[src/core/tna_pkg.sv]
package tna_pkg;
  localparam int          NODE_COUNT     = 8;
  localparam int          NODE_IDX_W     = 8;
  localparam int          ADDR_W         = 16;
  localparam int          DATA_W         = 32;
  // Register offsets and address ranges (byte addresses)
  localparam logic [15:0] SCR_OFS        = 16'h8E18;
  localparam logic [15:0] INIT_OFS       = 16'h803C;
  localparam logic [15:0] UARCH_LO       = 16'h8E00;
  localparam logic [15:0] UARCH_HI       = 16'h8E7C;
  localparam logic [15:0] ERR_LO         = 16'h8E80;
  localparam logic [15:0] ERR_HI         = 16'h8EC0;
  localparam logic [15:0] NCTRL_LO       = 16'h9000;
  localparam logic [15:0] NCTRL_HI       = 16'h93FC;
  localparam logic [15:0] NSTAT_LO       = 16'h9400;
  localparam logic [15:0] NSTAT_HI       = 16'h97FC;
  // Secure access control fields
  localparam int          SCR_INIT_BIT   = 3;
  localparam int          SCR_ERR_BIT    = 1;
  localparam int          SCR_UARCH_BIT  = 0;
  localparam logic [31:0] SCR_MASK       = 32'h0000000B;
  // Node control fields
  localparam int          NC_EXCL_BIT    = 4;
  localparam int          NC_PRI_LSB     = 0;
  localparam int          NC_PRI_W       = 2;
  localparam logic [31:0] NC_MASK        = 32'h00000013;
  localparam logic [31:0] NC_RESET       = 32'h00000000;
  // Node status fields
  localparam int          NS_CONN_BIT    = 0;
  localparam int          NS_ATS_BIT     = 1;
  localparam logic [31:0] NSTAT_RESET    = 32'h00000000;
endpackage

[src/core/tna_node_ctrl_bank.sv]
`timescale 1ns/1ps
`default_nettype none
module tna_node_ctrl_bank
  import tna_pkg::*;
(
  input  wire logic                        clk,
  input  wire logic                        srst,
  input  wire logic                        wr_en,
  input  wire logic [NODE_IDX_W-1:0]       wr_idx,
  input  wire logic [DATA_W-1:0]           wr_data,
  input  wire logic [3:0]                  wr_sel,
  input  wire logic [NODE_IDX_W-1:0]       rd_idx,
  output logic      [DATA_W-1:0]           rd_data,
  output logic      [NODE_COUNT*2-1:0]     priority_vec,
  output logic      [NODE_COUNT-1:0]       exclude_vec
);
  logic [DATA_W-1:0] ctrl      [NODE_COUNT];
  logic [DATA_W-1:0] next_ctrl [NODE_COUNT];
  logic [DATA_W-1:0] bytemask;

  always_comb begin
    bytemask = {{8{wr_sel[3]}}, {8{wr_sel[2]}}, {8{wr_sel[1]}}, {8{wr_sel[0]}}};
    for (int i = 0; i < NODE_COUNT; i++) begin
      next_ctrl[i] = ctrl[i];
      if (wr_en && wr_idx == NODE_IDX_W'(i)) begin
        // Only priority and exclude bits hold state; others read zero
        next_ctrl[i] = ((ctrl[i] & ~bytemask) | (wr_data & bytemask)) & NC_MASK;
      end
    end
  end

  always_ff @(posedge clk) begin
    for (int i = 0; i < NODE_COUNT; i++) begin
      ctrl[i] <= srst ? NC_RESET : next_ctrl[i];
    end
  end

  always_comb begin
    rd_data = '0;
    for (int i = 0; i < NODE_COUNT; i++) begin
      if (rd_idx == NODE_IDX_W'(i)) begin
        rd_data = ctrl[i];
      end
      priority_vec[i*2 +: 2] = ctrl[i][NC_PRI_LSB +: NC_PRI_W];
      exclude_vec[i]         = ctrl[i][NC_EXCL_BIT];
    end
  end
endmodule // tna_node_ctrl_bank
`default_nettype wire

[src/core/tna_node_arbiter.sv]
`timescale 1ns/1ps
`default_nettype none
module tna_node_arbiter
  import tna_pkg::*;
(
  input  wire logic                        clk,
  input  wire logic                        srst,
  input  wire logic [NODE_COUNT-1:0]       req,
  input  wire logic [NODE_COUNT*2-1:0]     priority_vec,
  output logic      [NODE_COUNT-1:0]       gnt
);
  logic [NODE_COUNT-1:0] next_gnt;
  logic [1:0]            best_pri;
  logic                  found;

  // Highest priority wins; ties go to the lowest node index
  always_comb begin
    next_gnt = '0;
    best_pri = 2'h0;
    found    = 1'b0;
    for (int i = 0; i < NODE_COUNT; i++) begin
      if (req[i] && (!found || priority_vec[i*2 +: 2] > best_pri)) begin
        next_gnt = '0;
        next_gnt[i] = 1'b1;
        best_pri = priority_vec[i*2 +: 2];
        found    = 1'b1;
      end
    end
  end

  always_ff @(posedge clk) begin
    gnt <= srst ? '0 : next_gnt;
  end
endmodule // tna_node_arbiter
`default_nettype wire

[src/core/tna_access_control.sv]
// What this block does
// - Non-secure reads of secure access control return zero; non-secure writes discarded.
// - With init permit bit 3 clear, non-secure init register access is RAZ/WI.
// - With error permit bit 1 clear, non-secure error range access is RAZ/WI.
// - With uarch permit bit 0 clear, non-secure uarch and node control access RAZ/WI.
// - Reset loads the three permit bits from the secure-default input.
// - One 32-bit node control register per node, spaced four bytes apart.
// - Node control writes take effect only while both translation enables are 0.
// - Exclude bit set drops node from broadcast invalidation; ignored for root-complex nodes.
// - Node priority is bits 1:0; higher-priority requests are served first.
// - One read-only node status register per node, reset to zero.
// - Node status is meaningful only while the node is connected.
// - Status bit 1 shows buffer-unit or root-complex link protocol.
// - Status bit 0 shows whether the node link is connected.
// - Disconnected node status registers read zero; connection may change between accesses.
// - Non-secure node status reads return zero while uarch permit bit is 0.
//
// Our own choice: the Wishbone slave port.
`timescale 1ns/1ps
`default_nettype none
module tna_access_control
  import tna_pkg::*;
(
  input  wire logic                        CLK_SYS,
  input  wire logic                        SRST,
  input  wire logic                        WB_CYC,
  input  wire logic                        WB_STB,
  input  wire logic                        WB_WE,
  input  wire logic [ADDR_W-1:0]           WB_ADR,
  input  wire logic [3:0]                  WB_SEL,
  input  wire logic [DATA_W-1:0]           WB_DAT_I,
  input  wire logic                        WB_NS,
  output logic      [DATA_W-1:0]           WB_DAT_O,
  output logic                             WB_ACK,
  input  wire logic                        SEC_OVERRIDE,
  input  wire logic                        XLATE_EN_S,
  input  wire logic                        XLATE_EN_NS,
  input  wire logic [NODE_COUNT-1:0]       NODE_CONNECTED,
  input  wire logic [NODE_COUNT-1:0]       NODE_ATS,
  input  wire logic [NODE_COUNT-1:0]       XLATE_REQ,
  output logic      [NODE_COUNT-1:0]       XLATE_GNT,
  output logic      [NODE_COUNT*2-1:0]     NODE_PRIORITY,
  output logic      [NODE_COUNT-1:0]       NODE_INVAL_EXCLUDE,
  output logic                             NONSECURE_INIT_PERMIT,
  output logic                             NONSECURE_ERROR_REGS_PERMIT,
  output logic                             NONSECURE_UARCH_PERMIT,
  output logic                             NS_ACCESS_DENIED
);

  function automatic logic in_range(input logic [ADDR_W-1:0] a,
                                    input logic [ADDR_W-1:0] lo,
                                    input logic [ADDR_W-1:0] hi);
    return (a >= lo) && (a <= hi);
  endfunction

  // Whether a non-secure access to this address is blocked by the permit bits
  function automatic logic ns_blocked(input logic [ADDR_W-1:0] a,
                                      input logic [DATA_W-1:0] scr);
    logic blk;
    blk = 1'b0;
    if (a == SCR_OFS) begin
      blk = 1'b1;
    end else if (a == INIT_OFS) begin
      blk = !scr[SCR_INIT_BIT];
    end else if (in_range(a, ERR_LO, ERR_HI)) begin
      blk = !scr[SCR_ERR_BIT];
    end else if (in_range(a, UARCH_LO, UARCH_HI) || in_range(a, NCTRL_LO, NCTRL_HI)) begin
      blk = !scr[SCR_UARCH_BIT];
    end else if (in_range(a, NSTAT_LO, NSTAT_HI)) begin
      blk = !scr[SCR_UARCH_BIT];
    end
    return blk;
  endfunction

  // Secure-default input synchroniser
  logic sec_meta;
  logic sec_sync;

  always_ff @(posedge CLK_SYS) begin
    sec_meta <= SEC_OVERRIDE;
    sec_sync <= sec_meta;
  end

  // Bus and register state
  logic [DATA_W-1:0]     scr;
  logic [DATA_W-1:0]     next_scr;
  logic                  ack;
  logic                  next_ack;
  logic [DATA_W-1:0]     rdata;
  logic [DATA_W-1:0]     next_rdata;
  logic                  denied;
  logic                  next_denied;

  logic                  req_new;
  logic                  blocked;
  logic                  wr_ok;
  logic [DATA_W-1:0]     bytemask;
  logic [NODE_IDX_W-1:0] node_idx;
  logic                  nctrl_hit;
  logic                  nstat_hit;
  logic                  nctrl_wr;
  logic [DATA_W-1:0]     nctrl_rdata;
  logic [DATA_W-1:0]     nstat_rdata;
  logic [NODE_COUNT-1:0] excl_raw;

  always_comb begin
    req_new   = WB_CYC && WB_STB && !ack;
    blocked   = WB_NS && ns_blocked(WB_ADR, scr);
    wr_ok     = req_new && WB_WE && !blocked;
    bytemask  = {{8{WB_SEL[3]}}, {8{WB_SEL[2]}}, {8{WB_SEL[1]}}, {8{WB_SEL[0]}}};
    node_idx  = WB_ADR[NODE_IDX_W+1:2];
    nctrl_hit = in_range(WB_ADR, NCTRL_LO, NCTRL_HI);
    nstat_hit = in_range(WB_ADR, NSTAT_LO, NSTAT_HI);
    nctrl_wr  = wr_ok && nctrl_hit && !XLATE_EN_S && !XLATE_EN_NS;
  end

  // Node status view: zero for absent or disconnected nodes
  always_comb begin
    nstat_rdata = NSTAT_RESET;
    for (int i = 0; i < NODE_COUNT; i++) begin
      if (node_idx == NODE_IDX_W'(i) && NODE_CONNECTED[i]) begin
        nstat_rdata[NS_CONN_BIT] = 1'b1;
        nstat_rdata[NS_ATS_BIT]  = NODE_ATS[i];
      end
    end
  end

  always_comb begin
    next_scr    = scr;
    next_ack    = WB_CYC && WB_STB && !ack;
    next_rdata  = rdata;
    next_denied = 1'b0;
    if (wr_ok && WB_ADR == SCR_OFS) begin
      next_scr = ((scr & ~bytemask) | (WB_DAT_I & bytemask)) & SCR_MASK;
    end
    if (req_new) begin
      next_denied = blocked;
      next_rdata  = '0;
      if (!WB_WE && !blocked) begin
        if (WB_ADR == SCR_OFS) begin
          next_rdata = scr;
        end else if (nctrl_hit) begin
          next_rdata = nctrl_rdata;
        end else if (nstat_hit) begin
          next_rdata = nstat_rdata;
        end
      end
    end
  end

  always_ff @(posedge CLK_SYS) begin
    if (SRST) begin
      scr    <= {28'h0000000, sec_sync, 1'b0, sec_sync, sec_sync};
      ack    <= 1'b0;
      rdata  <= '0;
      denied <= 1'b0;
    end else begin
      scr    <= next_scr;
      ack    <= next_ack;
      rdata  <= next_rdata;
      denied <= next_denied;
    end
  end

  tna_node_ctrl_bank u_bank (
    .clk          (CLK_SYS),
    .srst         (SRST),
    .wr_en        (nctrl_wr),
    .wr_idx       (node_idx),
    .wr_data      (WB_DAT_I),
    .wr_sel       (WB_SEL),
    .rd_idx       (node_idx),
    .rd_data      (nctrl_rdata),
    .priority_vec (NODE_PRIORITY),
    .exclude_vec  (excl_raw)
  );

  tna_node_arbiter u_arb (
    .clk          (CLK_SYS),
    .srst         (SRST),
    .req          (XLATE_REQ),
    .priority_vec (NODE_PRIORITY),
    .gnt          (XLATE_GNT)
  );

  always_comb begin
    NODE_INVAL_EXCLUDE          = excl_raw & ~(NODE_ATS & NODE_CONNECTED);
    NONSECURE_INIT_PERMIT       = scr[SCR_INIT_BIT];
    NONSECURE_ERROR_REGS_PERMIT = scr[SCR_ERR_BIT];
    NONSECURE_UARCH_PERMIT      = scr[SCR_UARCH_BIT];
    WB_ACK                      = ack;
    WB_DAT_O                    = rdata;
    NS_ACCESS_DENIED            = denied;
  end
endmodule // tna_access_control
`default_nettype wire

[config.mk]
export PLATFORM = sky130hd
export DESIGN_NAME = tna_access_control
export DESIGN_NICKNAME = d
export VERILOG_FILES = /design/src/core/tna_pkg.sv /design/src/core/tna_node_ctrl_bank.sv /design/src/core/tna_node_arbiter.sv /design/src/core/tna_access_control.sv
export SDC_FILE = /design/constraint.sdc
export NUM_CORES = 1
export LEC_CHECK = 0
export BUFFER_PORTS_ARGS = -buffer_cell sky130_fd_sc_hd__buf_2
export CAP_MARGIN = 30
export CORE_AREA = 2 2 132 134
export CTS_CLUSTER_DIAMETER = 50
export DETAILED_ROUTE_END_ITERATION = 12
export DIE_AREA = 0 0 134 136
export PLACE_DENSITY_LB_ADDON = 0.3
export RECOVER_POWER = 50
export SKIP_CTS_REPAIR_TIMING = 1
export SLEW_MARGIN = 5
export SYNTH_ARGS = -nofsm -noshare
export SYNTH_HDL_FRONTEND = slang
export SYNTH_HIERARCHICAL = 1
export SYNTH_SLANG_ARGS = --single-unit
export TNS_END_PERCENT = 10
[constraint.sdc]
create_clock -name CLK_SYS -period 10.4 [get_ports CLK_SYS]
set_input_delay 2.08 -clock CLK_SYS [delete_from_list [all_inputs] [get_ports CLK_SYS]]
set_output_delay 2.08 -clock CLK_SYS [all_outputs]
set_load 0.005 [all_outputs]
==> results.cfg <==
[sta]
fmax_mhz = 98.8
final-max-slew-violation-count = 0
hold_violations = 0
fin_crit_sh = 0.973
worstMarginPinSlew_ps = 1220
finClkSkew_ps = 5.93
period_needed_ps = 10120
relSlewSlack = 0.184
setup_viol = 0

[floorplan]
dieWidth_um = 134
die_y_um = 136
rows = 48
die_area_um2 = 18200
core_um2 = 16900
start_util = 0.246
io_pins = 154

[global_routing]
met3_usage = 0.0459
grt_pass1_vias = 3773
grt-ovfl-total = 0
use_met2 = 0.228
busiest_layer = met2
antenna_found_initial = 0
grt_max_degree = 40
use_met1 = 0.147
grt_usage = 0.128
grt_pass1_wl_um = 18400

[worst_setup_path]
reg2reg_to = u_arb/gnt[0]$_SDFF_PP0_
crit_start = XLATE_REQ[0]
crit_path_end = u_arb/gnt[0]$_SDFF_PP0_
cp-end-kind = flop
required_ps = 10650
cp-start-kind = input pin
worstPathArrival_ps = 10380
crit_path_top_delay_cell = a311o_2
path_class = in -> reg
worstRegToRegCells = 43
critPathMaxStageDelay_ps = 420
reg2reg_slack_ps = 1640
cp_common_cell = ha_4
cp_max_fo = 5

[route]
wl_per_cell_um = 14.6
post-route-drc-count = 0
first_pass_iters = 4
ant_nets = 0
vias = 3802
via_per_inst = 4.64
first_iter_violations = 160
routed_wl_um = 12000

[power]
switchingPower_mw = 0.170
p_total_mw = 0.673
p_clk_frac = 0.467
pwr-share-comb = 0.119
switching_share = 0.253
p_int_mw = 0.503
power.leakage_nw = 2.53
p_seq_frac = 0.414
irDropWorstVdd_mv = 0.0917
p_per_area_nw_per_um2 = 121

[synth]
synth_top_family_by_area = simple AND/OR/NAND/NOR gates
ys_ff_latch = 71
synth.most_common_cell = dfxtp_1
synth_fa_ha_area_frac = 0.0391
syn_area_per_cell_um2 = 9.39
seq_area_frac_synth = 0.349
synthArstFlopShare = 0
synth-edff-count = 3
synth_area_leader_cell = dfxtp_1
synth_xor_xnor_area_share = 0
yosys_warnings = 6
synth_mux_area_frac = 0.109
synthSimpleGateAreaFrac = 0.225
yosysTopAreaCellShare = 0.327
synth_area_leaders = dfxtp_1 33%, mux2i_1 9.1%, a22o_1 7.2%
yosys-top-cells-count = 68 x dfxtp_1, 38 x mux2i_1, 34 x a22o_1
synth_compound_area_frac = 0.190
syn-cell-area_um2 = 4160
syn_inst = 443
ys.flop_type = dfxtp_1
synth_cell_type_count = 67

[cts]
htree_levels = 3
root_buffer = clkbuf_16
cts_tree = done
cts_buffer_depth = 2
clkLatencyLatePin_ps = 340
clk_pin_slew_worst_paths_ps = 60
numCtsBuffers = 9
clock_sinks = 71

[layout]
fill_cells = 1807
drive_above_1_share = 0.313
fin_nets = 688
diodes = 0
final_core_util = 0.328
syn_to_final_growth_pct = 33.2

[worst_hold_path]
min_from = sec_meta$_DFF_P_
hp-class = reg -> reg

[placement]
routabilityCongestion = 0.850
portBuffers = 122
dp_hpwl_um = 8940

[flow_run]
drv_cap = 0

[run_status]
outcome = complete, no violations
cells in the final DEF (no fill, tap or decap), drive strengths merged, types with 5 or more instances in the layout:
cell type	count
nand2b	31
nand4	5
clkbuf	33
o21ai	9
inv	15
nor2	21
a21boi	9
nor3	6
nand2	28
dfxtp	68
mux2i	38
conb	29
ha	13
nand3	17
o211ai	7
a21oi	7
buf	131
or4	5
a22o	34
nor2b	14
critical path: cells and delay by family:
family | cells | cell delay [ps]
buf+inv | 5 | 750
compound gates | 20 | 3940
mux | 2 | 630
simple gates | 10 | 1280
fa+ha+maj | 7 | 1700
logic make-up after synthesis:
logic type / count (synthesis)
simple gates: 160
compound gates: 96
flops: 71
buf+inv: 59
mux: 43
fa+ha+maj: 13
other cells: 1
area by class of cell:
cell class | count | area, µm² | area share
inverter | 12 | 45.0 | 0.00813
timing repair buffer | 155 | 832 | 0.150
clock buffer | 9 | 225 | 0.0406
multi-input combinational | 341 | 2630 | 0.474
sequential | 71 | 1450 | 0.262
tap | 225 | 282 | 0.0508
clock inverter | 7 | 80.1 | 0.0145
per-stage QoR:
step | instance area [µm²] | worst slack (ps) | TNS [ps] | hold WS [ps] | std cells
after CTS | 5320 | -75.0 | -151 | 340 | 809
final | 5540 | 277 | 0 | 335 | 820
after floorplan | 4280 | 16.3 | 0 | 310 | 471
after detailed placement | 5020 | -383 | -1720 | 319 | 793
after global routing | 5540 | -78.7 | -78.7 | 351 | 820
after global placement | 5020 | -146 | -419 | 324 | 793
worst min path at each step:
stage	cells past startpoint	end	slack, ps
after global placement	0	sec_sync$_DFF_P_	320
after global routing	0	sec_sync$_DFF_P_	350
after detailed placement	0	sec_sync$_DFF_P_	320
final	0	sec_sync$_DFF_P_	330
after floorplan	0	sec_sync$_DFF_P_	310
after CTS	0	sec_sync$_DFF_P_	340
power by group through the flow:
stage	clock, mW	combinational, mW	sequential (mW)
final	0.314	0.0804	0.278
after global routing	0.338	0.0890	0.278
after CTS	0.326	0.0720	0.278
after detailed placement	0	0.0717	0.284
after global placement	0	0.0704	0.284
after floorplan	0	0.0464	0.284
layer usage:
layer  share of wire  wire [µm]
met5               0          0
met4           0.011        129
met3           0.054        644
met2            0.50       5990
met1            0.44       5230
(Power assumes the default switching activity.)
